### config.mk
export PLATFORM = sky130hd
export DESIGN_NAME = dual_timer_counter_capture
export DESIGN_NICKNAME = d
export VERILOG_FILES = /design/src/design/dual_timer_counter_capture.v /design/src/design/edge_sync.v
export VERILOG_INCLUDE_DIRS = /design/src /design/src/design
export SDC_FILE = /design/constraint.sdc
export NUM_CORES = 1
export LEC_CHECK = 0
export ABC_AREA = 1
export BUFFER_PORTS_ARGS = -buffer_cell sky130_fd_sc_hd__clkbuf_2
export CAP_MARGIN = 20
export CELL_PAD_IN_SITES_DETAIL_PLACEMENT = 1
export CELL_PAD_IN_SITES_GLOBAL_PLACEMENT = 2
export CORE_MARGIN = 2
export CORE_UTILIZATION = 32
export DETAILED_ROUTE_END_ITERATION = 12
export PLACE_DENSITY_LB_ADDON = 0.1
export SLEW_MARGIN = 10
export SYNTH_ARGS = -nofsm -noshare
export SYNTH_HDL_FRONTEND = slang
export SYNTH_SLANG_ARGS = --single-unit
### constraint.sdc
create_clock -name clk_i -period 2.6 [get_ports clk_i]
set_clock_uncertainty 0.15 [all_clocks]
set_input_delay 0.13 -clock clk_i [delete_from_list [all_inputs] [get_ports clk_i]]
set_output_delay 0.13 -clock clk_i [all_outputs]
set_load 0.03 [all_outputs]
### src/design/tc_defs.vh
// constants for the dual timer/counter with capture and compare output
`ifndef TC_DEFS_VH
`define TC_DEFS_VH

// register byte offsets on the APB bus
`define OFS_MODE0      8'h00
`define OFS_MODE1      8'h04
`define OFS_T0_DATA    8'h08
`define OFS_T1_COUNT   8'h0C
`define OFS_T1_MATCH   8'h10
`define OFS_PER_LOW    8'h14
`define OFS_DUTY_LOW   8'h18
`define OFS_PHIGH      8'h1C
`define OFS_PORTFN     8'h20
`define OFS_EDGESEL    8'h24
`define OFS_IRQ        8'h28
`define OFS_DIR0       8'h2C

// first_timer_mode_reg fields
`define M0_CK_HI       2
`define M0_CAP         3
`define M0_RUN         4
// second_timer_mode_reg fields
`define M1_CK_HI       1
`define M1_CAP         2
`define M1_CASC        3
`define M1_PWM         4
`define M1_RUN         5
// port_function_reg fields
`define PF_EVT         0
`define PF_CMP         1
// event pin direction bit in port0_direction_reg
`define DIR_EVT        3
// timer_irq_flag bit positions
`define IRQ_M0         0
`define IRQ_M1         1
`define IRQ_C0         2
`define IRQ_C1         3

// clock select codes
`define FIRST_CLOCK_SELECT_D2        3'h0
`define FIRST_CLOCK_SELECT_D4        3'h1
`define FIRST_CLOCK_SELECT_D8        3'h2
`define FIRST_CLOCK_SELECT_D32       3'h3
`define FIRST_CLOCK_SELECT_D128      3'h4
`define FIRST_CLOCK_SELECT_D512      3'h5
`define FIRST_CLOCK_SELECT_D1024     3'h6
`define FIRST_CLOCK_SELECT_EXT       3'h7
`define SECOND_CLOCK_SELECT_D1        2'h0
`define SECOND_CLOCK_SELECT_D2        2'h1
`define SECOND_CLOCK_SELECT_D8        2'h2

// capture edge codes per pin
`define EDGE_FALL      2'h1
`define EDGE_RISE      2'h2
`define EDGE_BOTH      2'h3

// reset values
`define MATCH_RST      8'hFF
`define BYTE_ZERO      8'h00
`define WORD_ZERO      32'h0000_0000
`define NIB_ZERO       4'h0
`define PAIR_ZERO      2'h0
`define MODE0_RST      5'h00
`define MODE1_RST      6'h00

`endif

### src/design/dual_timer_counter_capture.v
// two 8-bit timer/counters, cascadable, with capture and compare output
// Summary of operation
// - timer counts up, clears on match, flags
// - first timer prescale 2 to 1024
// - second timer prescale 1, 2 or 8
// - first timer counts event pin rising edges
// - first timer read shows capture or count
// - second timer count/capture read, match separate
// - cascaded counters match pair, first flag
// - mode bits decode into operating modes
// - each timer has own capture enable
// - edge copies count, clears, restarts counter
// - edge select rise/fall/both, edge flags
// - match flag still raised in capture
// - cascaded capture uses 16-bit pair
// - compare match toggles shared output pin
//
// Chosen here: the placing of the registers and the APB register port.
`default_nettype none
`include "tc_defs.vh"

module dual_timer_counter_capture #(
  parameter PRE_W = 10
) (
  // clock and reset
  input  wire        clk_i,
  input  wire        srst_i,
  // apb slave
  input  wire        psel_i,
  input  wire        penable_i,
  input  wire        pwrite_i,
  input  wire [7:0]  paddr_i,
  input  wire [31:0] pwdata_i,
  output reg  [31:0] prdata_o,
  output reg         pready_o,
  output reg         pslverr_o,
  // external pins
  input  wire        event_input_pin_i,
  input  wire [1:0]  capture_edge_pin_i,
  // interrupt acknowledge and flags
  input  wire [3:0]  irq_ack_i,
  output reg  [3:0]  timer_irq_flag_o,
  // compare output pin
  output reg         compare_output_pin_o,
  output reg         compare_output_oe_o
);

  // software registers
  reg [4:0]       first_timer_mode_reg_r;
  reg [5:0]       second_timer_mode_reg_r;
  reg [7:0]       first_match_value_r;
  reg [7:0]       second_match_value_r;
  reg [7:0]       pulse_period_low_r;
  reg [7:0]       pulse_duty_low_r;
  reg [3:0]       pulse_high_bits_r;
  reg [1:0]       port_function_reg_r;
  reg [3:0]       edge_select_reg_r;
  reg [7:0]       port0_direction_reg_r;
  // counting state
  reg [PRE_W-1:0] pre_r;
  reg [7:0]       first_counter_r;
  reg [7:0]       second_counter_r;
  reg [7:0]       first_capture_value_r;
  reg [7:0]       second_capture_value_r;
  reg [3:0]       flag_nxt;
  reg [31:0]      rd_nxt;
  reg             err_nxt;

  // divided clock tick for a first-timer style select code
  function div_tick;
    input [2:0]       code;
    input [PRE_W-1:0] p;
    begin
      case (code)
        `FIRST_CLOCK_SELECT_D2:    div_tick = &p[0];
        `FIRST_CLOCK_SELECT_D4:    div_tick = &p[1:0];
        `FIRST_CLOCK_SELECT_D8:    div_tick = &p[2:0];
        `FIRST_CLOCK_SELECT_D32:   div_tick = &p[4:0];
        `FIRST_CLOCK_SELECT_D128:  div_tick = &p[6:0];
        `FIRST_CLOCK_SELECT_D512:  div_tick = &p[8:0];
        `FIRST_CLOCK_SELECT_D1024: div_tick = &p[9:0];
        default:     div_tick = 1'b0;
      endcase
    end
  endfunction

  // does a rise/fall pair qualify under an edge select code
  function edge_hit;
    input [1:0] sel;
    input       rise;
    input       fall;
    begin
      case (sel)
        `EDGE_FALL: edge_hit = fall;
        `EDGE_RISE: edge_hit = rise;
        `EDGE_BOTH: edge_hit = rise | fall;
        default:    edge_hit = 1'b0;
      endcase
    end
  endfunction

  // pin synchronisers: 0 event, 1 capture pin 0, 2 capture pin 1
  wire [2:0] pin_w = {capture_edge_pin_i, event_input_pin_i};
  wire [2:0] rise_w;
  wire [2:0] fall_w;

  genvar gi;
  generate
    for (gi = 0; gi < 3; gi = gi + 1) begin : g_pin
      edge_sync u_sync (
        .clk_i  (clk_i),
        .srst_i (srst_i),
        .pin_i  (pin_w[gi]),
        .rise_o (rise_w[gi]),
        .fall_o (fall_w[gi])
      );
    end
  endgenerate

  // mode decode
  wire [2:0] first_clock_select  = first_timer_mode_reg_r[`M0_CK_HI:0];
  wire [1:0] second_clock_select = second_timer_mode_reg_r[`M1_CK_HI:0];
  wire       first_capture_enable  = first_timer_mode_reg_r[`M0_CAP];
  wire       second_capture_enable = second_timer_mode_reg_r[`M1_CAP];
  wire       cascade_enable    = second_timer_mode_reg_r[`M1_CASC];
  wire       pulse_mod_enable  = second_timer_mode_reg_r[`M1_PWM];
  wire       compare_pin_select = port_function_reg_r[`PF_CMP];
  wire       run0 = first_timer_mode_reg_r[`M0_RUN];
  wire       run1 = second_timer_mode_reg_r[`M1_RUN];
  wire       evt_en = port_function_reg_r[`PF_EVT] &
                      ~port0_direction_reg_r[`DIR_EVT];

  // first timer clock: prescaler or event pin rising edge
  wire t0_tick = run0 & ((first_clock_select == `FIRST_CLOCK_SELECT_EXT) ?
                 (rise_w[0] & evt_en) :
                 div_tick(first_clock_select, pre_r));

  // second timer clock; code 11 gives no own tick, and cascade (M1_CASC) gates the tick off
  reg t1_div;
  always @* begin
    case (second_clock_select)
      `SECOND_CLOCK_SELECT_D1: t1_div = 1'b1;
      `SECOND_CLOCK_SELECT_D2: t1_div = div_tick(`FIRST_CLOCK_SELECT_D2, pre_r);
      `SECOND_CLOCK_SELECT_D8: t1_div = div_tick(`FIRST_CLOCK_SELECT_D8, pre_r);
      default:  t1_div = 1'b0;
    endcase
  end
  wire t1_tick = run1 & ~cascade_enable & t1_div;

  // cascaded view of the pair
  wire [15:0] cnt16 = {second_counter_r, first_counter_r};
  wire [15:0] inc16 = cnt16 + 16'h0001;
  wire [15:0] mat16 = {second_match_value_r, first_match_value_r};

  // capture edges; in cascade only capture pin 0 is used
  // capture needs run: a parked counter has nothing to give
  wire first_capture_enable_hit = run0 & first_capture_enable &
                  edge_hit(edge_select_reg_r[1:0], rise_w[1], fall_w[1]);
  wire second_capture_enable_hit = run1 & ~cascade_enable & second_capture_enable &
                  edge_hit(edge_select_reg_r[3:2], rise_w[2], fall_w[2]);

  // matches; cascade match raises only the first timer flag
  wire m0_hit = t0_tick & (cascade_enable ? (cnt16 == mat16) :
                (first_counter_r == first_match_value_r));
  // no second match in cascade: its tick is gated off there
  wire m1_hit = t1_tick & (second_counter_r == second_match_value_r);

  // prescaler free runs, shared by both timers
  // one divider for both keeps their ticks phase aligned
  always @(posedge clk_i) begin
    if (srst_i)
      pre_r <= {PRE_W{1'b0}};
    else
      pre_r <= pre_r + 1'b1;
  end

  // counters and capture registers
  // run low parks a counter at zero so a restart counts from zero
  always @(posedge clk_i) begin
    if (srst_i) begin
      first_counter_r        <= `BYTE_ZERO;
      second_counter_r       <= `BYTE_ZERO;
      first_capture_value_r  <= `BYTE_ZERO;
      second_capture_value_r <= `BYTE_ZERO;
    end else if (cascade_enable) begin
      if (!run0) begin
        first_counter_r  <= `BYTE_ZERO;
        second_counter_r <= `BYTE_ZERO;
      end else if (first_capture_enable_hit) begin
        first_capture_value_r  <= first_counter_r;
        second_capture_value_r <= second_counter_r;
        first_counter_r  <= `BYTE_ZERO;
        second_counter_r <= `BYTE_ZERO;
      end else if (m0_hit) begin
        first_counter_r  <= `BYTE_ZERO;
        second_counter_r <= `BYTE_ZERO;
      end else if (t0_tick) begin
        first_counter_r  <= inc16[7:0];
        second_counter_r <= inc16[15:8];
      end
    end else begin
      // capture wins over match and tick in the same cycle
      if (!run0)
        first_counter_r <= `BYTE_ZERO;
      else if (first_capture_enable_hit) begin
        first_capture_value_r <= first_counter_r;
        first_counter_r <= `BYTE_ZERO;
      end else if (m0_hit)
        first_counter_r <= `BYTE_ZERO;
      else if (t0_tick)
        first_counter_r <= first_counter_r + 1'b1;
      if (!run1)
        second_counter_r <= `BYTE_ZERO;
      else if (second_capture_enable_hit) begin
        second_capture_value_r <= second_counter_r;
        second_counter_r <= `BYTE_ZERO;
      end else if (m1_hit)
        second_counter_r <= `BYTE_ZERO;
      else if (t1_tick)
        second_counter_r <= second_counter_r + 1'b1;
    end
  end

  // apb phases
  wire setup  = psel_i & ~penable_i;
  wire access = psel_i & penable_i & pready_o;
  wire wr     = access & pwrite_i;

  // sticky flags: a set in the clearing cycle wins
  wire [3:0] sw_clr = (wr && paddr_i == `OFS_IRQ) ? pwdata_i[3:0] : 4'h0;
  always @* begin
    flag_nxt = timer_irq_flag_o & ~(sw_clr | irq_ack_i);
    flag_nxt[`IRQ_M0] = flag_nxt[`IRQ_M0] | m0_hit;
    flag_nxt[`IRQ_M1] = flag_nxt[`IRQ_M1] | m1_hit;
    flag_nxt[`IRQ_C0] = flag_nxt[`IRQ_C0] | first_capture_enable_hit;
    flag_nxt[`IRQ_C1] = flag_nxt[`IRQ_C1] | second_capture_enable_hit;
  end

  always @(posedge clk_i) begin
    if (srst_i)
      timer_irq_flag_o <= `NIB_ZERO;
    else
      timer_irq_flag_o <= flag_nxt;
  end

  // compare output: cascade match, or second timer match in 8-bit mode
  // pin parks low while off so each enable starts from a known level
  wire cmp_en  = compare_pin_select & ~pulse_mod_enable;
  wire cmp_evt = cascade_enable ? m0_hit : m1_hit;
  always @(posedge clk_i) begin
    if (srst_i) begin
      compare_output_pin_o <= 1'b0;
      compare_output_oe_o  <= 1'b0;
    end else begin
      compare_output_oe_o <= cmp_en;
      if (!cmp_en)
        compare_output_pin_o <= 1'b0;
      else if (cmp_evt)
        compare_output_pin_o <= ~compare_output_pin_o;
    end
  end

  // read mux; shared count/capture addresses follow the capture bits
  // counts are live, so a read may land either side of a tick
  always @* begin
    rd_nxt  = `WORD_ZERO;
    err_nxt = 1'b0;
    case (paddr_i)
      `OFS_MODE0:    rd_nxt[4:0] = first_timer_mode_reg_r;
      `OFS_MODE1:    rd_nxt[5:0] = second_timer_mode_reg_r;
      `OFS_T0_DATA:  rd_nxt[7:0] = first_capture_enable ?
                                   first_capture_value_r :
                                   first_counter_r;
      `OFS_T1_COUNT: rd_nxt[7:0] =
                       (second_capture_enable |
                        (cascade_enable & first_capture_enable)) ?
                       second_capture_value_r :
                       second_counter_r;
      `OFS_T1_MATCH: rd_nxt[7:0] = second_match_value_r;
      `OFS_PER_LOW:  rd_nxt[7:0] = pulse_period_low_r;
      `OFS_DUTY_LOW: rd_nxt[7:0] = pulse_duty_low_r;
      `OFS_PHIGH:    rd_nxt[3:0] = pulse_high_bits_r;
      `OFS_PORTFN:   rd_nxt[1:0] = port_function_reg_r;
      `OFS_EDGESEL:  rd_nxt[3:0] = edge_select_reg_r;
      `OFS_IRQ:      rd_nxt[3:0] = timer_irq_flag_o;
      `OFS_DIR0:     rd_nxt[7:0] = port0_direction_reg_r;
      default:       err_nxt     = 1'b1;
    endcase
  end

  // zero wait state slave: ready in the first access cycle
  // prdata reloads only on a read setup and holds between reads
  always @(posedge clk_i) begin
    if (srst_i) begin
      pready_o  <= 1'b0;
      pslverr_o <= 1'b0;
      prdata_o  <= `WORD_ZERO;
    end else begin
      pready_o  <= setup;
      pslverr_o <= setup & err_nxt;
      if (setup && !pwrite_i)
        prdata_o <= rd_nxt;
    end
  end

  // register writes take effect at the access edge only
  // unmapped and read-only offsets fall through untouched
  always @(posedge clk_i) begin
    if (srst_i) begin
      first_timer_mode_reg_r  <= `MODE0_RST;
      second_timer_mode_reg_r <= `MODE1_RST;
      first_match_value_r     <= `MATCH_RST;
      second_match_value_r    <= `MATCH_RST;
      pulse_period_low_r      <= `MATCH_RST;
      pulse_duty_low_r        <= `BYTE_ZERO;
      pulse_high_bits_r       <= `NIB_ZERO;
      port_function_reg_r     <= `PAIR_ZERO;
      edge_select_reg_r       <= `NIB_ZERO;
      port0_direction_reg_r   <= `BYTE_ZERO;
    end else if (wr) begin
      case (paddr_i)
        `OFS_MODE0:    first_timer_mode_reg_r  <= pwdata_i[4:0];
        `OFS_MODE1:    second_timer_mode_reg_r <= pwdata_i[5:0];
        `OFS_T0_DATA:  first_match_value_r     <= pwdata_i[7:0];
        `OFS_T1_MATCH: second_match_value_r    <= pwdata_i[7:0];
        `OFS_PER_LOW:  pulse_period_low_r      <= pwdata_i[7:0];
        `OFS_DUTY_LOW: pulse_duty_low_r        <= pwdata_i[7:0];
        `OFS_PHIGH:    pulse_high_bits_r       <= pwdata_i[3:0];
        `OFS_PORTFN:   port_function_reg_r     <= pwdata_i[1:0];
        `OFS_EDGESEL:  edge_select_reg_r       <= pwdata_i[3:0];
        `OFS_DIR0:     port0_direction_reg_r   <= pwdata_i[7:0];
        default: ;
      endcase
    end
  end

endmodule

`default_nettype wire

### src/design/edge_sync.v
// two-stage pin synchroniser with rising and falling edge pulses
`default_nettype none

module edge_sync (
  // clock and reset
  input  wire clk_i,
  input  wire srst_i,
  // pin and edge pulses
  input  wire pin_i,
  output reg  rise_o,
  output reg  fall_o
);

  reg meta_r;
  reg sync_r;
  reg prev_r;

  // meta_r feeds only sync_r
  always @(posedge clk_i) begin
    if (srst_i) begin
      meta_r <= 1'b0;
      sync_r <= 1'b0;
      prev_r <= 1'b0;
      rise_o <= 1'b0;
      fall_o <= 1'b0;
    end else begin
      meta_r <= pin_i;
      sync_r <= meta_r;
      prev_r <= sync_r;
      rise_o <= sync_r & ~prev_r;
      fall_o <= ~sync_r & prev_r;
    end
  end

endmodule

`default_nettype wire

# Word-level counts from Yosys, hierarchy flattened
# Index checks and enable logic that the tools add are counted.
# classes
eq_ne	34
shifts	0
addsub	4
magnitude_cmp	0
mux	39
bitwise	44
mul	0
div_mod_pow	0
reduce_logical	29
# op_table
op	n
$mux W8	25
$eq A8 B5 Y1 const B	4
$eq A8 B6 Y1 const B	4
$reduce_and A2 Y1	13
$pmux W2 S12	1
$and A1 B1 Y1	23
$pmux W2 S11	1
$add A16 B1 Y16 const B	1
$add A8 B1 Y8 const B	2
$eq A16 B16 Y1	1
$eq A8 B4 Y1 const B	2
$eq A8 B8 Y1	2
$pmux W1 S7	2
$eq A3 B3 Y1 const B	4
$pmux W2 S6	1
$reduce_or A12 Y1	1
$not A1 Y1	11
$add A10 B1 Y10 const B	1
$eq A2 B2 Y1 const B	5
$ne A5 B2 Y1 const B	2
$reduce_and A10 Y1	1
$pmux W1 S3	3
$reduce_and A9 Y1	1
$eq A8 B3 Y1 const B	1
24 further kinds	38
# word_totals
mem_count	0
latchBits	0
ff_bits	133
in_bits	52
wordCells	185
rom_bits	0
out_inout_bits	40
ram_bits	0

# Longest topological paths before layout
# logic_depth
word_depth	10
mapped_depth	17
mapped_depth_nobuf	16

# By module
# Synthesis repeated with hierarchy kept, for this count alone.
# hier_totals
hier_cells	990
area_unflattened_um2	6827.8
# by_module_without_submodules
mod	area_each_um2	instances	seq_area_each_um2	cells_each
dual_timer_counter_capture	6407.4	1	2382.3	945
edge_sync	140.1	3	100.1	15

# Least setup slack after synthesis
# Ideal clock, no wire load.
# synth_path
path_kind	register -> register
start	register pre_r[0]
end	register second_counter_r[7]
setup_time_ns	0.111
period_less_slack_ns	2.170
t_required_ns	2.339
arrival_ns	1.908
path_slack_ns	0.430
path_stages_with_launch	18
path_buffers	1
cell_sequence	dfxtp_1 > ha_1 > nand2_2 > nor2_1 > nand2_1 > inv_1 > ha_1 > nor2_1 > nor3_1 > nor2_1 > nand2_1 > nand2_1 > nand3_2 > nand2_2 > buf_6 > nand2_1 > nand2_1 > nor2_1
# synth_between
elab_chain_cells	9
elab_cells_between_ends	23
classes_between	eq/ne: 2; mux: 10; bitwise: 4; reduce/logical: 7
# synth_lines
item	line	source
start: declaration	dual_timer_counter_capture.v:60	reg [PRE_W-1:0] pre_r;
start signal: assignment	dual_timer_counter_capture.v:172	pre_r <= {PRE_W{1'b0}};
start signal: assignment	dual_timer_counter_capture.v:174	pre_r <= pre_r + 1'b1;
$reduce_and A10 Y1, or another cell as far along	dual_timer_counter_capture.v:81	`FIRST_CLOCK_SELECT_D1024: div_tick = &p[9:0];
$pmux W1 S7	dual_timer_counter_capture.v:74	case (code)
$mux W1	dual_timer_counter_capture.v:134	wire t0_tick = run0 & ((first_clock_select == `FIRST_CLOCK_SELECT_EXT) ?
$and A1 B1 Y1	dual_timer_counter_capture.v:134	
$and A1 B1 Y1	dual_timer_counter_capture.v:163	wire m0_hit = t0_tick & (cascade_enable ? (cnt16 == mat16) :
$mux W8	dual_timer_counter_capture.v:194	end else if (m0_hit) begin
$mux W8	dual_timer_counter_capture.v:189	end else if (first_capture_enable_hit) begin
$mux W8	dual_timer_counter_capture.v:186	if (!run0) begin
$mux W8	dual_timer_counter_capture.v:185	end else if (cascade_enable) begin
end signal: assignment	dual_timer_counter_capture.v:188	second_counter_r <= `BYTE_ZERO;
end signal: assignment	dual_timer_counter_capture.v:193	second_counter_r <= `BYTE_ZERO;
end signal: assignment	dual_timer_counter_capture.v:196	second_counter_r <= `BYTE_ZERO;
end: declaration	dual_timer_counter_capture.v:62	reg [7:0] second_counter_r;
# Several ways; a longest one is shown, not always the timed one.
# A chain may end at the register's enable or synchronous reset.

# Worst setup path in the final report
# layout_path
start	register pre_r[0]
end	register second_counter_r[5]
# Same word-level chain as after synthesis.

==> flow_metrics.tcl <==
set metrics [dict create \
    yosysTopAreaCellShare 0.396 \
    grt_max_degree 54 \
    dp_cells 1304 \
    synth_edf_count 0 \
    hold-worst-slack_ns 0.0160 \
    cts-root-buf "clkbuf_16" \
    port-buffer-count 43 \
    ys_types 38 \
    worstHoldStart "paddr_i[0]" \
    outcome "completed" \
    yosys.area.top_type "dfxtp_1" \
    synth_ff_type "dfxtp_1" \
    synth_area_leaders "dfxtp_1, nand2_1, a21oi_1, o21ai_0, inv_1" \
    io_pins 92 \
    dr.pass1.iters 4 \
    drt_iter0_drc 284 \
    syn_inst 1000 \
    initial_utilization 0.323 \
    synthArstFlopShare 0 \
    synth_seq_cells 133 \
    synth_commonest_cells "nand2_1, dfxtp_1, inv_1, nor2_1, a21oi_1" \
    finalWeightedCongestion 0.804 \
    critPathMaxFanout 8 \
    drive_above_1_share 0.125 \
    clk_pin_slew_ns 0.07 \
    cp.arrival_ns 2.49 \
    internal_power_mw 3.40 \
    die_w_um 149 \
    power.leakage_nw 3.38 \
    power_frac_comb 0.052 \
    pwr-share-seq 0.436 \
    insertion_delay_ns 0.43 \
    antenna_found_initial 0 \
    final_cells 1351 \
    end_kind "flop" \
    finalPower_mw 4.72 \
    routed_wl_mm 23.0 \
    peakVddDrop_mv 0.359 \
    worstMarginPinSlew_ns 0.629 \
    cts_sinks 133 \
    setup_viol 0 \
    startpoint "pre_r[0]" \
    fin_nets 1120 \
    startpoint_type "flop" \
    grt_pass1_vias 6370 \
    yosysSeqAreaShare 0.396 \
    dp_hpwl_mm 17.0 \
    period_needed_ns 2.31 \
    grt_pass1_wl_mm 36.5 \
    gr-total-overflow 0 \
    fmax_mhz 432 \
    rsz0062_at_grt "false" \
    synth.avg_cell_area_um2 6.73 \
    fill_cells 2723 \
    setup_tns_ns 0 \
    cts_made_buffers 17 \
    dp_slack_ns 0.0671 \
    grtUsageTotal 0.217 \
    critPathKind "reg2reg" \
    power_density_mw_per_mm2 592 \
    post-route-period-util 0.889 \
    wl_per_cell_um 17.1 \
    dieArea_mm2 0.0222 \
    diodes 0 \
    drv_cap 0 \
    max-slew-margin-rel 0.581 \
    drc 0 \
    cts_buffer_depth 2 \
    htree_levels 4 \
    hold_viol 0 \
    fin_ws_ns 0.288 \
    final-max-slew-violation-count 0 \
    row_count 53 \
    die_y_um 149 \
    area_delta_synth_final_pct 18.4 \
    reg2reg_from "pre_r[0]" \
    ant_nets 0 \
    vias 6570 \
    required_ns 2.77 \
    core_area_mm2 0.0208 \
    cts_tree "yes" \
    yosysWarnings 0 \
    yosysMostFrequentCell "nand2_1" \
    power_frac_clock 0.512 \
    avgViaCountPerCell 4.86 \
    p_sw_mw 1.32 \
    hold_path.class "in2reg" \
    swShare 0.280 \
    synth_area_mm2 0.00673 \
]
final timing paths:
kind,end,slack [ns],cells past startpoint
max,second_counter_r[5],0.29,15
max reg2reg,second_counter_r[5],0.29,15
min reg2reg,g_pin[0].u_sync.rise_o,0.24,1
min,pslverr_o,0.02,5
worst max-delay path, stage by stage (launching register included):
cell and delay [ns]:
dfxtp_1 0.38, ha_2 0.22, nand2_2 0.08, nor2_2 0.11
nand2_1 0.08, inv_1 0.05, ha_1 0.13, nor2_1 0.04
nor3_1 0.18, nor2_2 0.09, a21oi_4 0.23, nand2_4 0.14
nand2_2 0.10, nor2_1 0.05, nor2_1 0.11, nor2_1 0.05
layout make-up:
type | instances | area (µm²) | share of cell area
inverters | 117 | 439 | 0.0551
flip-flops and latches | 133 | 2660 | 0.334
clock buffers | 17 | 425 | 0.0534
multi-input cells | 715 | 3400 | 0.427
well taps | 275 | 344 | 0.0432
repair buffers | 79 | 543 | 0.0681
clock inverters | 15 | 155 | 0.0195
metal layers:
metal	track usage	vias to the layer above	share of wire
met1	0.305	3103	0.49
li1	-	3334	-
met2	0.344	111	0.45
met4	0.0605	0	0.015
met5	0	-	0
met3	0.0333	22	0.036
state kept, by name, summed over array words and instances, names as in the netlist, 4 cells and up:
register / cells
pre_r: 10
first_capture_value_r: 8
first_counter_r: 8
first_match_value_r: 8
port0_direction_reg_r: 8
prdata_o: 8
pulse_duty_low_r: 8
pulse_period_low_r: 8
second_capture_value_r: 8
second_counter_r: 8
second_match_value_r: 8
second_timer_mode_reg_r: 6
first_timer_mode_reg_r: 5
edge_select_reg_r: 4
pulse_high_bits_r: 4
timer_irq_flag_o: 4
placed cells by master, fill, tap and decap left out, types with 2 or more instances in the layout:
cell type / Yosys / routed
dlygate4sd3_1: 0 / 13
nand2_4: 1 / 2
a21oi_2: 2 / 2
xor2_1: 10 / 10
inv_1: 107 / 105
inv_8: 0 / 4
nor2_1: 107 / 105
o22ai_1: 14 / 14
clkbuf_16: 0 / 17
buf_4: 26 / 21
o21ai_0: 87 / 87
a21oi_1: 89 / 89
nand2_1: 243 / 242
ha_1: 5 / 4
nand2_2: 5 / 5
buf_12: 0 / 2
nand3b_1: 4 / 4
dfxtp_1: 133 / 133
xnor2_1: 2 / 2
conb_1: 1 / 24
clkinv_4: 0 / 3
inv_6: 0 / 5
nor2_2: 5 / 7
clkbuf_2: 0 / 43
clkinv_8: 0 / 2
nand3_1: 60 / 60
inv_2: 9 / 11
nand4_1: 16 / 16
nor2_4: 4 / 4
o211ai_1: 13 / 13
nor3_1: 9 / 9
a22o_1: 3 / 3
a211oi_1: 2 / 2
logic make-up (layout without fill, tap and decap cells):
logic type / count (synthesis) / count (layout) / synth area share
compound gates: 214 / 214 / 0.173
xor+xnor: 12 / 12 / 0.0156
fa+ha+maj: 5 / 5 / 0.00930
buf+inv: 175 / 228 / 0.115
flops: 133 / 133 / 0.396
other cells: 1 / 24 / 0.000557
simple gates: 460 / 460 / 0.291
stage by stage:
| stage | util | area (µm²) |
|---|---|---|
| after CTS | 0.381 | 7930 |
| after global routing | 0.383 | 7970 |
| after floorplan | - | 6820 |
| final | 0.383 | 7970 |
| after detailed placement | 0.347 | 7220 |
| after global placement | 0.347 | 7220 |
power groups by stage:
stage	clock, mW	combinational, mW	sequential, mW
CTS	2.48	0.247	2.06
finish	2.42	0.246	2.06
global route	2.56	0.270	2.06
floorplan	0	0.160	2.11
detailed placement	0	0.231	2.11
global placement	0	0.230	2.11
what timing repair did:
item                                   CTS  global route
resized for setup                        0             7
hold buffers                            13             0
setup endpoints to repair                0            15
buffers inserted                         0             2
endpoints found under the hold margin   26             0
Power figures use the tool's default switching activity.
